<file path="src/logic/rscf_pkg.sv">
package rscf_pkg;

  // Register byte offsets on the APB slave
  localparam logic [7:0] RSCF_WATCHDOG_CONTROL_REG_OFFSET  = 8'h00;
  localparam logic [7:0] RSCF_LVDC_OFFSET  = 8'h04;
  localparam logic [7:0] RSCF_LPMC_OFFSET  = 8'h08;
  localparam logic [7:0] RSCF_MODE_OFFSET  = 8'h0C;
  localparam logic [7:0] RSCF_START_OFFSET = 8'h10;

  // Cause flag positions in watchdog_control_reg
  localparam int RSCF_PON_BIT = 7;
  localparam int RSCF_WDT_BIT = 6;
  localparam int RSCF_EXT_BIT = 5;
  localparam int RSCF_SW_BIT  = 4;

  // Flag positions in low_voltage_detect_control_reg
  localparam int RSCF_LVF_BIT = 7;
  localparam int RSCF_DET_BIT = 6;

  // Software reset bit in low_power_control_reg
  localparam int RSCF_SWRST_BIT = 4;

  // Mode byte bus mode field position
  localparam int RSCF_MODE_M1_BIT = 7;
  localparam int RSCF_MODE_M0_BIT = 6;
  localparam logic [1:0] RSCF_MODE_SINGLE_CHIP = 2'h0;

  // Vector and mode byte locations
  localparam logic [23:0] RSCF_VECTOR_BASE = 24'hFFFFDC;
  localparam logic [23:0] RSCF_MODE_ADDR   = 24'hFFFFDF;
  localparam logic [1:0]  RSCF_MODE_INDEX  = 2'h3;

  // Boot mode pin code for internal vector mode
  localparam logic [2:0] RSCF_BOOT_INTERNAL = 3'h3;

  // Oscillation stabilization waits, in oscillator cycles
  localparam int RSCF_OSC_WAIT_POR  = 65536;
  localparam int RSCF_OSC_WAIT_STOP = 32768;
  localparam int RSCF_WAIT_WIDTH    = 17;

  // Software reset pulse length in machine cycles
  localparam logic [1:0] RSCF_SW_PULSE_CYCLES = 2'h3;

  // Values after reset
  localparam logic [7:0]  RSCF_MODE_RESET  = 8'h00;
  localparam logic [23:0] RSCF_START_RESET = 24'h000000;

  typedef enum logic [1:0] {
    ST_HOLD  = 2'h0,
    ST_WAIT  = 2'h1,
    ST_FETCH = 2'h2,
    ST_RUN   = 2'h3
  } rscf_state_type;

  // Sticky flag update: a set in the same cycle beats the clear
  function automatic logic rscf_flag(input logic cur,
                                     input logic set,
                                     input logic clr);
    rscf_flag = set | (cur & ~clr);
  endfunction

endpackage

</file>
<file path="src/logic/rscf_sequencer.sv">
`timescale 1ns/1ps
module rscf_sequencer
  import rscf_pkg::*;
#(
  parameter int POR_WAIT_CYCLES  = RSCF_OSC_WAIT_POR,
  parameter int STOP_WAIT_CYCLES = RSCF_OSC_WAIT_STOP
) (
  input  wire logic        clock_in,
  input  wire logic        reset_in,
  // APB slave
  input  wire logic        psel_in,
  input  wire logic        penable_in,
  input  wire logic        pwrite_in,
  input  wire logic [7:0]  paddr_in,
  input  wire logic [31:0] pwdata_in,
  output logic [31:0]      prdata_out,
  output logic             pready_out,
  output logic             pslverr_out,
  // Reset cause events
  input  wire logic        watchdog_overflow_in,
  input  wire logic        external_reset_req_in,
  input  wire logic        low_voltage_req_in,
  input  wire logic        cpu_detect_req_in,
  input  wire logic        clock_fail_req_in,
  input  wire logic        from_stop_mode_in,
  input  wire logic [2:0]  boot_mode_pins_in,
  // Vector fetch bus
  input  wire logic [7:0]  fetch_data_in,
  input  wire logic        fetch_ack_in,
  output logic [23:0]      fetch_addr_out,
  output logic             fetch_rd_out,
  output logic             fetch_internal_out,
  // CPU side
  output logic             cpu_reset_out,
  output logic             cpu_start_out,
  output logic [23:0]      start_addr_out,
  output logic [7:0]       mode_reg_out,
  output logic             sw_reset_pulse_out,
  output logic             pins_hiz_out
);

  typedef struct packed {
    // Sequencer control
    rscf_state_type state;
    logic           wait_go;
    logic           osc_long;
    logic           start;
    logic           hiz;
    logic [1:0]     sw_cnt;
    // Cause and detection flags
    logic           power_on_cause_flag;
    logic           watchdog_cause_flag;
    logic           external_cause_flag;
    logic           software_cause_flag;
    logic           low_voltage_flag;
    logic           detection_flag_bit;
    // Loaded by the mode fetch
    logic [7:0]     mode_reg;
    logic [23:0]    start_addr;
    // Bus slave
    logic           ack;
    logic [31:0]    rdata;
  } rscf_seq_type;

  rscf_seq_type s_reg;
  rscf_seq_type s_next;

  // Sub-block results
  logic        wait_done;
  logic        fetch_done;
  logic [23:0] fetch_vector;
  logic [7:0]  fetch_mode;

  // Bus phase and address decode
  logic        access;
  logic        complete;
  logic        hit_watchdog_control_reg;
  logic        hit_lvdc;
  logic        hit_lpmc;
  logic        hit_mode;
  logic        hit_start;
  logic        mapped;

  // Register side effects and reset causes
  logic        rd_clear;
  logic        sw_req;
  logic        lv_clr;
  logic        det_clr;
  logic        ext_set;
  logic        any_cause;

  // Read data and oscillation wait length
  logic [31:0] rd_mux;
  logic [RSCF_WAIT_WIDTH-1:0] wait_load;

  // Address match against one register offset
  function automatic logic addr_hit(input logic [7:0] addr,
                                    input logic [7:0] offset);
    addr_hit = (addr == offset);
  endfunction

  // Boot pins select internal vector mode
  function automatic logic boot_internal(input logic [2:0] pins);
    boot_internal = (pins == RSCF_BOOT_INTERNAL);
  endfunction

  // Sequencer has released the CPU
  function automatic logic state_running(input rscf_state_type st);
    state_running = (st == ST_RUN);
  endfunction

  // Oscillation stabilization timer
  assign wait_load = s_reg.osc_long ?
                     RSCF_WAIT_WIDTH'(POR_WAIT_CYCLES) :
                     RSCF_WAIT_WIDTH'(STOP_WAIT_CYCLES);

  rscf_wait_counter #(
    .WIDTH (RSCF_WAIT_WIDTH)
  ) u_wait (
    .clock_in (clock_in),
    .reset_in (reset_in),
    .start_in (s_reg.wait_go),
    .load_in  (wait_load),
    .done_out (wait_done)
  );

  // Vector and mode byte fetch engine
  rscf_vector_fetch u_fetch (
    .clock_in         (clock_in),
    .reset_in         (reset_in),
    .start_in         (s_reg.start),
    .abort_in         (s_reg.state == ST_HOLD),
    .internal_in      (boot_internal(boot_mode_pins_in)),
    .mem_data_in      (fetch_data_in),
    .mem_ack_in       (fetch_ack_in),
    .mem_addr_out     (fetch_addr_out),
    .mem_rd_out       (fetch_rd_out),
    .mem_internal_out (fetch_internal_out),
    .done_out         (fetch_done),
    .vector_out       (fetch_vector),
    .mode_out         (fetch_mode)
  );

  // APB phase decode, answer one cycle into the access phase
  assign access    = psel_in && penable_in;
  assign complete  = access && s_reg.ack;

  // Register address decode
  assign hit_watchdog_control_reg  = addr_hit(paddr_in, RSCF_WATCHDOG_CONTROL_REG_OFFSET);
  assign hit_lvdc  = addr_hit(paddr_in, RSCF_LVDC_OFFSET);
  assign hit_lpmc  = addr_hit(paddr_in, RSCF_LPMC_OFFSET);
  assign hit_mode  = addr_hit(paddr_in, RSCF_MODE_OFFSET);
  assign hit_start = addr_hit(paddr_in, RSCF_START_OFFSET);
  assign mapped    = hit_watchdog_control_reg | hit_lvdc | hit_lpmc | hit_mode | hit_start;

  // Bus answer, slave error on an unmapped address
  assign pready_out  = complete;
  assign pslverr_out = complete && !mapped;
  assign prdata_out  = s_reg.rdata;

  // Register side effects at the completing edge
  assign rd_clear = complete && !pwrite_in && hit_watchdog_control_reg;
  assign sw_req   = complete && pwrite_in && hit_lpmc &&
                    !pwdata_in[RSCF_SWRST_BIT] &&
                    state_running(s_reg.state);

  // Low voltage register bits clear on written zeros
  assign lv_clr   = complete && pwrite_in && hit_lvdc &&
                    !pwdata_in[RSCF_LVF_BIT];
  assign det_clr  = complete && pwrite_in && hit_lvdc &&
                    !pwdata_in[RSCF_DET_BIT];

  // Causes that report through the external flag
  assign ext_set   = external_reset_req_in | low_voltage_req_in |
                     cpu_detect_req_in | clock_fail_req_in;
  assign any_cause = ext_set | watchdog_overflow_in | sw_req;

  // Read data selection, old flag values
  always_comb begin
    rd_mux = 32'h00000000;
    if (hit_watchdog_control_reg) begin
      rd_mux[RSCF_PON_BIT] = s_reg.power_on_cause_flag;
      rd_mux[RSCF_WDT_BIT] = s_reg.watchdog_cause_flag;
      rd_mux[RSCF_EXT_BIT] = s_reg.external_cause_flag;
      rd_mux[RSCF_SW_BIT]  = s_reg.software_cause_flag;
    end else if (hit_lvdc) begin
      rd_mux[RSCF_LVF_BIT] = s_reg.low_voltage_flag;
      rd_mux[RSCF_DET_BIT] = s_reg.detection_flag_bit;
    end else if (hit_lpmc) begin
      rd_mux[RSCF_SWRST_BIT] = 1'b1;
    end else if (hit_mode) begin
      rd_mux[7:0] = s_reg.mode_reg;
    end else if (hit_start) begin
      rd_mux[23:0] = s_reg.start_addr;
    end
  end

  // Next state of sequencer, flags and bus slave
  always_comb begin
    s_next         = s_reg;
    // One-cycle strobes drop unless raised below
    s_next.wait_go = 1'b0;
    s_next.start   = 1'b0;

    // Bus handshake and read capture
    if (access && !s_reg.ack) begin
      s_next.ack   = 1'b1;
      s_next.rdata = rd_mux;
    end else begin
      s_next.ack = 1'b0;
    end

    // Sticky cause flags, sets beat clears
    s_next.power_on_cause_flag = rscf_flag(s_reg.power_on_cause_flag,
                                           1'b0, rd_clear);
    s_next.watchdog_cause_flag = rscf_flag(s_reg.watchdog_cause_flag,
                                           watchdog_overflow_in,
                                           rd_clear);
    s_next.external_cause_flag = rscf_flag(s_reg.external_cause_flag,
                                           ext_set,
                                           rd_clear);
    s_next.software_cause_flag = rscf_flag(s_reg.software_cause_flag,
                                           sw_req, rd_clear);

    // Low voltage register flags, sets beat written zeros
    s_next.low_voltage_flag    = rscf_flag(s_reg.low_voltage_flag,
                                           low_voltage_req_in,
                                           lv_clr);
    s_next.detection_flag_bit  = rscf_flag(s_reg.detection_flag_bit,
                                           low_voltage_req_in |
                                           cpu_detect_req_in,
                                           det_clr);

    // Software reset pulse counter
    if (sw_req) begin
      s_next.sw_cnt = RSCF_SW_PULSE_CYCLES;
    end else if (s_reg.sw_cnt != 2'h0) begin
      s_next.sw_cnt = s_reg.sw_cnt - 2'h1;
    end

    // Reset release sequence
    if (any_cause) begin
      s_next.state = ST_HOLD;
    end else begin
      unique case (s_reg.state)
        ST_HOLD: begin
          // Leave once no cause stands and the pulse has ended
          if (s_next.sw_cnt == 2'h0) begin
            if (from_stop_mode_in) begin
              s_next.state    = ST_WAIT;
              s_next.osc_long = 1'b0;
              s_next.wait_go  = 1'b1;
            end else begin
              s_next.state = ST_FETCH;
              s_next.start = 1'b1;
            end
          end
        end
        ST_WAIT: begin
          if (wait_done) begin
            s_next.state = ST_FETCH;
            s_next.start = 1'b1;
          end
        end
        ST_FETCH: begin
          if (fetch_done) begin
            s_next.state      = ST_RUN;
            s_next.mode_reg   = fetch_mode;
            s_next.start_addr = fetch_vector;
          end
        end
        ST_RUN: begin
          s_next.state = ST_RUN;
        end
      endcase
    end

    // Pin float control
    if (state_running(s_next.state)) begin
      s_next.hiz = (s_next.mode_reg[RSCF_MODE_M1_BIT:RSCF_MODE_M0_BIT]
                    == RSCF_MODE_SINGLE_CHIP);
    end else begin
      s_next.hiz = boot_internal(boot_mode_pins_in);
    end
  end

  // State register, power-on values on reset
  always_ff @(posedge clock_in) begin
    if (reset_in) begin
      s_reg                     <= '0;
      s_reg.state               <= ST_WAIT;
      s_reg.wait_go             <= 1'b1;
      s_reg.osc_long            <= 1'b1;
      // Cause flags take their power-on values
      s_reg.power_on_cause_flag <= 1'b1;
      s_reg.external_cause_flag <= 1'b1;
      s_reg.low_voltage_flag    <= 1'b1;
      s_reg.mode_reg            <= RSCF_MODE_RESET;
      s_reg.start_addr          <= RSCF_START_RESET;
    end else begin
      s_reg <= s_next;
    end
  end

  // CPU run control
  assign cpu_reset_out      = !state_running(s_reg.state);
  assign cpu_start_out      = (s_reg.state == ST_FETCH) && fetch_done;

  // Values loaded by the mode fetch
  assign start_addr_out     = s_reg.start_addr;
  assign mode_reg_out       = s_reg.mode_reg;

  // Software reset pulse and pin float
  assign sw_reset_pulse_out = (s_reg.sw_cnt != 2'h0);
  assign pins_hiz_out       = s_reg.hiz;

endmodule

</file>
<file path="src/logic/rscf_wait_counter.sv">
`timescale 1ns/1ps
module rscf_wait_counter
  import rscf_pkg::*;
#(
  parameter int WIDTH = RSCF_WAIT_WIDTH
) (
  input  wire logic             clock_in,
  input  wire logic             reset_in,
  input  wire logic             start_in,
  input  wire logic [WIDTH-1:0] load_in,
  output logic                  done_out
);

  typedef struct packed {
    logic             busy;
    logic [WIDTH-1:0] count;
  } rscf_cnt_type;

  rscf_cnt_type s_reg;
  rscf_cnt_type s_next;

  // Done while the last cycle of the wait runs
  assign done_out = s_reg.busy && (s_reg.count == '0);

  // Load on start, count down, stop at zero
  always_comb begin
    s_next = s_reg;
    if (start_in) begin
      s_next.busy  = 1'b1;
      s_next.count = load_in - WIDTH'(1);
    end else if (s_reg.busy) begin
      if (s_reg.count == '0) begin
        s_next.busy = 1'b0;
      end else begin
        s_next.count = s_reg.count - WIDTH'(1);
      end
    end
  end

  always_ff @(posedge clock_in) begin
    if (reset_in) begin
      s_reg <= '0;
    end else begin
      s_reg <= s_next;
    end
  end

endmodule

</file>
<file path="src/logic/rscf_vector_fetch.sv">
`timescale 1ns/1ps
module rscf_vector_fetch
  import rscf_pkg::*;
(
  input  wire logic        clock_in,
  input  wire logic        reset_in,
  input  wire logic        start_in,
  input  wire logic        abort_in,
  input  wire logic        internal_in,
  input  wire logic [7:0]  mem_data_in,
  input  wire logic        mem_ack_in,
  output logic [23:0]      mem_addr_out,
  output logic             mem_rd_out,
  output logic             mem_internal_out,
  output logic             done_out,
  output logic [23:0]      vector_out,
  output logic [7:0]       mode_out
);

  typedef struct packed {
    logic        busy;
    logic        done;
    logic        internal;
    logic [1:0]  idx;
    logic [23:0] addr;
    logic [23:0] vec;
    logic [7:0]  mode;
  } rscf_fetch_type;

  rscf_fetch_type s_reg;
  rscf_fetch_type s_next;

  assign mem_addr_out     = s_reg.addr;
  assign mem_rd_out       = s_reg.busy;
  assign mem_internal_out = s_reg.internal;
  assign done_out         = s_reg.done;
  assign vector_out       = s_reg.vec;
  assign mode_out         = s_reg.mode;

  // Four byte reads, vector low byte first, mode byte last
  always_comb begin
    s_next      = s_reg;
    s_next.done = 1'b0;
    if (abort_in) begin
      s_next.busy = 1'b0;
    end else if (start_in) begin
      s_next.busy     = 1'b1;
      s_next.idx      = 2'h0;
      s_next.addr     = RSCF_VECTOR_BASE;
      s_next.internal = internal_in;
    end else if (s_reg.busy && mem_ack_in) begin
      if (s_reg.idx == RSCF_MODE_INDEX) begin
        s_next.mode = mem_data_in;
        s_next.busy = 1'b0;
        s_next.done = 1'b1;
      end else begin
        s_next.vec[8*s_reg.idx +: 8] = mem_data_in;
        s_next.idx  = s_reg.idx + 2'h1;
        s_next.addr = s_reg.addr + 24'h000001;
      end
    end
  end

  always_ff @(posedge clock_in) begin
    if (reset_in) begin
      s_reg <= '0;
    end else begin
      s_reg <= s_next;
    end
  end

endmodule

</file>
<file path="config.mk">
export PLATFORM = sky130hd
export DESIGN_NAME = rscf_sequencer
export DESIGN_NICKNAME = d
export VERILOG_FILES = /design/src/logic/rscf_pkg.sv /design/src/logic/rscf_sequencer.sv /design/src/logic/rscf_wait_counter.sv /design/src/logic/rscf_vector_fetch.sv
export SDC_FILE = /design/constraint.sdc
export NUM_CORES = 1
export LEC_CHECK = 0
export BUFFER_PORTS_ARGS = -buffer_cell sky130_fd_sc_hd__buf_2
export CORE_UTILIZATION = 58
export DETAILED_ROUTE_END_ITERATION = 6
export HOLD_SLACK_MARGIN = 0.02
export PLACE_DENSITY = 0.85
export SETUP_SLACK_MARGIN = 0.3
export SLEW_MARGIN = 0
export SYNTH_ARGS = -nofsm -noshare
export SYNTH_HDL_FRONTEND = slang
export SYNTH_SLANG_ARGS = --single-unit
</file>
<file path="constraint.sdc">
create_clock -name clock_in -period 6 [get_ports clock_in]
set_clock_uncertainty 0.2 [all_clocks]
set_input_delay 0.9 -clock clock_in [delete_from_list [all_inputs] [get_ports clock_in]]
set_output_delay 0.9 -clock clock_in [all_outputs]
set_load 0.02 [all_outputs]
</file>
==> flow_summary.yaml, run 1 <==
run_status:
  outcome: "complete, but fails checks"
  violations: "DRC"
yosys:
  syn_inst: 844
  synth_area_mm2: 0.00699
  synth_warnings: 0
  avgSynthCellArea_um2: 8.29
  ys.flop_type: "dfxtp_1"
  yosysUniqueCellTypes: 60
  synth-seq-cells: 150
  synth-edff-count: 0
  seq_area_frac_synth: 0.429
  async_flop_share: 0
clocking:
  cts.path.max_buffers: 2
  cts-hold-fix-buffers: 0
  post-cts-setup-buffers: 0
  cts-root-buf: "clkbuf_16"
  htreeDepth: 4
  cts_tree: "done"
  clkTransAtPathRegs_ns: 0.06
  cts_sinks: 150
  insertion_delay_ns: 0.43
  cts_buffers: 17
  cts_resized: 0
floorplan:
  die-area_mm2: 0.0125
  pin_count: 159
  core_area_mm2: 0.0116
  die_x_um: 112
  start_util: 0.605
  rows: 39
  die_y_um: 112
sta:
  setup_tns_ns: 0
  period_share: 0.543
  whs_ns: 0.248
  fmax_ghz: 0.307
  finalSetupViolCount: 0
  worst_slew_pin_slew_ns: 1.14
  slew_violations: 0
  rsz0062_at_grt: "no"
  fin_crit_ns: 3.26
  relSlewSlack: 0.240
  hold_viol_final: 0
global_route:
  grt_pass1_wl_um: 25900
  overflow: 0
  grt_max_degree: 95
  grt_pass1_vias: 5489
  antenna_found_initial: 0
  track_usage: 0.255
worst_setup_path:
  cp_cell_sequence: "buf_2 > nand3b_1 > nor3_1 > and3_1 > a22oi_1 > nor2_1"
  critPathTopFamily: "simple AND/OR/NAND/NOR gates"
  cp.depth: 6
  cp_num_buf_inv: 1
  crit_path_max_fanout: 28
  critPathMaxStageDelay_ns: 0.75
  rr_worst_depth: 5
  critical_path_class: "in2reg"
  cp_slowest_cell: "nand3b_1"
  end_kind: "flop"
  startpoint_type: "primary input"
  worstPathRequired_ns: 6.16
  arrival_ns: 3.42
hold_path:
  hp-class: "reg2reg"
  hold_depth: 2
drt:
  ant_nets: 0
  wirelength_um: 15500
  drc: 14
  wl_per_cell_um: 15.2
  drtIter0Drc: 539
  avgViaCountPerCell: 5.90
  drt_first_pass_iters: 7
  vias: 6013
run:
  drv_cap: 0
placed_design:
  gp_congestion: 0.853
  dp_hpwl_um: 10300
  portBuffers: 121
power_and_ir_drop:
  vdd_drop_max_v: 0.000180
  leakage_nw: 2.92
  power_density_mw_per_mm2: 284
finish:
  fill_cells: 929
  antennaDiodeCount: 0
  final_nets: 935
  regArea_mm2: 0.00300
  area_growth_pct: 8.52
  multi_input_area_mm2: 0.00313
  final_layout_size_suffix_gt1_frac: 0.201
[final timing paths]
check	startpoint	to	slack (ns)
min	s_reg[70]$_SDFF_PP1_	s_reg[70]$_SDFF_PP1_	0.25
max	psel_in	prdata_out[11]$_SDFFE_PP0P_	2.74
max reg2reg	s_reg[32]$_SDFF_PP0_	prdata_out[11]$_SDFFE_PP0P_	2.92
min reg2reg	s_reg[70]$_SDFF_PP1_	s_reg[70]$_SDFF_PP1_	0.25
[cells in the mapped netlist (3+ instances only)]
cell | instances | area, um^2
a211oi_1 | 10 | 75.1
a21oi_1 | 99 | 495
a22oi_1 | 26 | 195
a311oi_1 | 12 | 105
a31oi_1 | 5 | 31.3
and2_1 | 3 | 18.8
and3_1 | 6 | 37.5
and4_1 | 4 | 35.0
buf_2 | 9 | 45.0
buf_4 | 88 | 661
clkbuf_1 | 33 | 124
dfxtp_1 | 150 | 3000
ha_1 | 8 | 100
inv_1 | 16 | 60.1
mux2i_1 | 9 | 90.1
nand2_1 | 123 | 462
nand2b_1 | 4 | 25.0
nand3_1 | 16 | 80.1
nand3b_1 | 4 | 30.0
nand4_1 | 36 | 225
nor2_1 | 61 | 229
nor2b_1 | 3 | 18.8
nor3_1 | 26 | 130
nor3b_1 | 5 | 37.5
nor4_1 | 9 | 56.3
o21ai_0 | 12 | 60.1
o21ai_1 | 3 | 15.0
o31ai_1 | 4 | 30.0
or3_1 | 4 | 25.0
or3_2 | 3 | 22.5
or4_1 | 5 | 37.5
xnor2_1 | 5 | 43.8
xor2_1 | 7 | 61.3
[metrics by stage]
step	std cells	util	total power [mW]	worst slack [ns]	cell area, um^2
finish	1020	0.656	2.16	2.74	7590
global route	1020	0.656	2.23	2.44	7590
CTS	1020	0.656	2.17	2.75	7590
detailed placement	988	0.606	1.14	2.31	7010
global placement	988	0.606	1.14	2.42	7010
floorplan	851	-	1.11	3.17	7020
[power by group]
group | internal (mW) | switching (mW) | leakage (nW) | total, mW
combinational | 0.0319 | 0.0623 | 1.42 | 0.0942
sequential | 1.01 | 0.0154 | 1.22 | 1.02
clock | 0.616 | 0.424 | 0.286 | 1.04
total | 1.66 | 0.501 | 2.92 | 2.16
[tightest hold or removal path: cells and delay by family (launching register included)]
family           cells  cell delay, ns
DFF                  1            0.31
and+or+nand+nor      2            0.10
[placed cells by master, fill, tap and decap left out, types with 7 or more instances in the layout]
cell       netlist  final
a211oi_1        10     10
xor2_1           7      7
buf_2            9    120
mux2i_1          9      9
o21ai_0         12     12
conb_1           1      8
clkbuf_16        0     17
inv_1           16     16
a311oi_1        12     12
dfxtp_1        150    150
nor4_1           9      9
a21oi_1         99     99
nand4_1         36     36
nand2_1        123    123
nor3_1          26     25
a22oi_1         26     26
nor2_1          61     61
ha_1             8      8
nand3_1         16     16
[cell type report]
| cell class | count | share of cell area |
|---|---|---|
| well taps | 143 | 0.0236 |
| clock buffers | 18 | 0.0566 |
| multi-input cells | 554 | 0.413 |
| clock inverters | 14 | 0.0196 |
| flip-flops and latches | 150 | 0.396 |
| repair buffers | 124 | 0.0831 |
| inverters | 17 | 0.00841 |
[kinds of logic (layout without fill, tap and decap cells)]
group           Yosys count  in the layout  share of synthesized area
simple gates            327            327                      0.233
other cells               1              8                   0.000536
compound gates          188            188                      0.164
xor+xnor                 12             12                     0.0150
mux                      11             11                     0.0161
flops                   150            150                      0.429
fa+ha+maj                 8              8                     0.0143
buf+inv                 147            173                      0.128
[per-layer routing]
metal | vias up | routed length, um | GRT usage
met5 | - | 0 | 0
met4 | 0 | 428 | 0.0991
met3 | 39 | 970 | 0.0637
met2 | 213 | 6800 | 0.399
met1 | 2809 | 7280 | 0.339
li1 | 2952 | - | -
Power figures use the tool's default switching activity.
==> run 2, diff against run 1 <==
- ABC_AREA: default -> 1
- CORE_UTILIZATION: 58 -> 55
- PLACE_DENSITY: 0.85 -> 0.81
- clock period: 6 -> 3.4 ns (I/O delays scaled with it)
==> run 2 against run 1 <==
  * The run now ends clean
  * First-iteration DRC count shrank 16%
  * Sequential share of layout area shrank 2.0 points
  * Non-clock buffer count grew 5
  * Total power grew 74%
==> flow_summary.yaml, run 2 <==
run_status:
  outcome: "finished clean"
yosys:
  syn_inst: 1022
  synth_area_leaders: "dfxtp_1 41%, nand2_1 10%, buf_4 9.3%"
  synth_compound_area_frac: 0.152
  ys.flop_type: "dfxtp_1"
  yosys.area_share.xor_xnor: 0.00595
  synth_top_area_frac: 0.408
  synth_top_area_cell: "dfxtp_1"
  yosysUniqueCellTypes: 42
  seq_area_frac_synth: 0.408
  yosys.area_share.simple: 0.258
  synth_common_cells: "195 x nand2_1, 150 x dfxtp_1, 122 x a21oi_1, 92 x inv_1, 91 x buf_4"
  synth_top_family_by_area: "simple AND/OR/NAND/NOR gates"
  synth_area_mm2: 0.00735
  synth.area.mux_share: 0
  synth_warnings: 0
  synth_most_common_cell: "nand2_1"
  synth-edff-count: 0
  async_flop_share: 0
  synth-seq-cells: 150
  synthAdderAreaFrac: 0.0136
  avgSynthCellArea_um2: 7.20
sta:
  whs_ns: 0.101
  slew_violations: 0
  setup_tns_ns: 0
  period_share: 0.723
  worst_slack_ns: 0.941
  fin_crit_ns: 2.46
  relSlewSlack: 0.424
  rsz0062_at_grt: "no"
  finalSetupViolCount: 0
  worst_slew_pin_slew_ns: 0.860
  hold_viol_final: 0
  fmax_ghz: 0.407
power_and_ir_drop:
  vdd_drop_max_v: 0.000342
  intPower_mw: 2.85
  power.share.clock: 0.470
  leakage_nw: 3.37
  power_density_mw_per_mm2: 470
  combPwrFrac: 0.050
  power_frac_seq: 0.480
  swShare: 0.242
  power_switching_uw: 910
drt:
  vias: 6555
  drtIter0Drc: 454
  wl_per_cell_um: 13.7
  avgViaCountPerCell: 5.30
  wirelength_um: 16900
  drt_first_pass_iters: 5
  ant_nets: 0
  drc: 0
clocking:
  cts_tree: "done"
  cts_resized: 0
  cts.path.max_buffers: 2
  clkTransAtPathRegs_ns: 0.06
  cts-root-buf: "clkbuf_16"
  htreeDepth: 4
  cts-hold-fix-buffers: 0
  cts_buffers: 17
  post-cts-setup-buffers: 0
  insertion_delay_ns: 0.42
  cts_sinks: 150
hold_path:
  hp-class: "in2reg"
  min_from: "low_voltage_req_in"
worst_setup_path:
  arrival_ns: 1.75
  r2r-start: "u_fetch.s_reg[56]$_SDFFE_PP0P_"
  cp-startpoint: "paddr_in[7]"
  worstPathRequired_ns: 2.69
  critical_path_class: "in2out"
  end_kind: "primary output"
  crit_path_max_fanout: 9
  rrSetupSlack_ns: 1.07
  startpoint_type: "primary input"
finish:
  final_common_cell: "nand2_1"
  final_nets: 1123
  antennaDiodeCount: 0
  layout_common_cells: "195 x nand2_1, 150 x dfxtp_1, 122 x a21oi_1"
  final_layout_size_suffix_gt1_frac: 0.172
  area_growth_pct: 8.71
  fill_cells: 1186
placed_design:
  gp_congestion: 0.896
  dp_slack_ns: 0.845
  dp_hpwl_um: 11600
  portBuffers: 121
floorplan:
  start_util: 0.573
  die_x_um: 118
  rows: 41
  core_area_mm2: 0.0128
  die_y_um: 118
  die-area_mm2: 0.0138
  pin_count: 159
global_route:
  track_usage: 0.250
  antenna_found_initial: 0
  overflow: 0
  grt_pass1_vias: 6165
  grt_max_degree: 52
  grt_pass1_wl_um: 28500
run:
  drv_cap: 0
[run 2: cell types whose count changed after synthesis, moves of 12 or more]
cell      change
a21oi_1      +23
a22oi_1      -26
a311oi_1     -12
inv_1        +76
nand2_1      +72
nand3_1      +47
nand4_1      -15
nor2_1       +25
o21ai_0      +47
[run 2: cells by family (layout without fill, tap and decap cells)]
kind of cell	Yosys count	count (layout)
and+or+nand+nor	423	423
adders and majority gates	8	8
DFF	150	150
AOI/OAI and AO/OA	211	211
buffers and inverters	224	259
other	1	8
xor gates and xnor gates	5	5
[run 2: routing by layer]
layer,vias to the layer above,share of wire,GRT usage
met5,-,0,0
met3,26,0.059,0.0547
met2,224,0.47,0.408
met1,2970,0.46,0.320
li1,3335,-,-
met4,0,0.016,0.0978
[run 2: critical path, stage by stage]
cell and delay [ns]:
buf_2 0.09, nor2_1 0.16, nand3_1 0.14, nand3b_1 0.42, nand3_1 0.17, nor4_1 0.06
buf_2 0.18
[run 2: layout make-up]
type	instances	area, um^2	share of cell area
multi-input combinational	655	3180	0.398
sequential	150	3000	0.376
timing repair buffer	129	666	0.0833
clock buffer	18	429	0.0537
inverter	99	374	0.0468
tap	172	215	0.0269
clock inverter	13	124	0.0155
[run 2: metrics by stage]
step | cells | cell area, um^2 | power, mW | util
after floorplan | 1029 | 7380 | 1.97 | -
after global routing | 1236 | 8000 | 3.90 | 0.623
final | 1236 | 8000 | 3.76 | 0.623
after global placement | 1205 | 7440 | 2.02 | 0.580
after detailed placement | 1205 | 7440 | 2.03 | 0.580
after CTS | 1236 | 8000 | 3.78 | 0.623
[run 2: path summary, 6_finish.rpt]
| kind | to | cells after the start |
|---|---|---|
| max | pslverr_out | 7 |
| min | s_reg[66]$_SDFF_PP1_ | 3 |
| max reg2reg | flop | 5 |
| min reg2reg | s_reg[75]$_SDFFE_PP1P_ | 2 |
[run 2: power groups by stage]
stage | Combinational, mW | Clock (mW) | Sequential, mW
finish | 0.189 | 1.77 | 1.80
global route | 0.211 | 1.88 | 1.81
CTS | 0.188 | 1.79 | 1.80
detailed placement | 0.187 | 0 | 1.84
global placement | 0.183 | 0 | 1.84
floorplan | 0.139 | 0 | 1.84
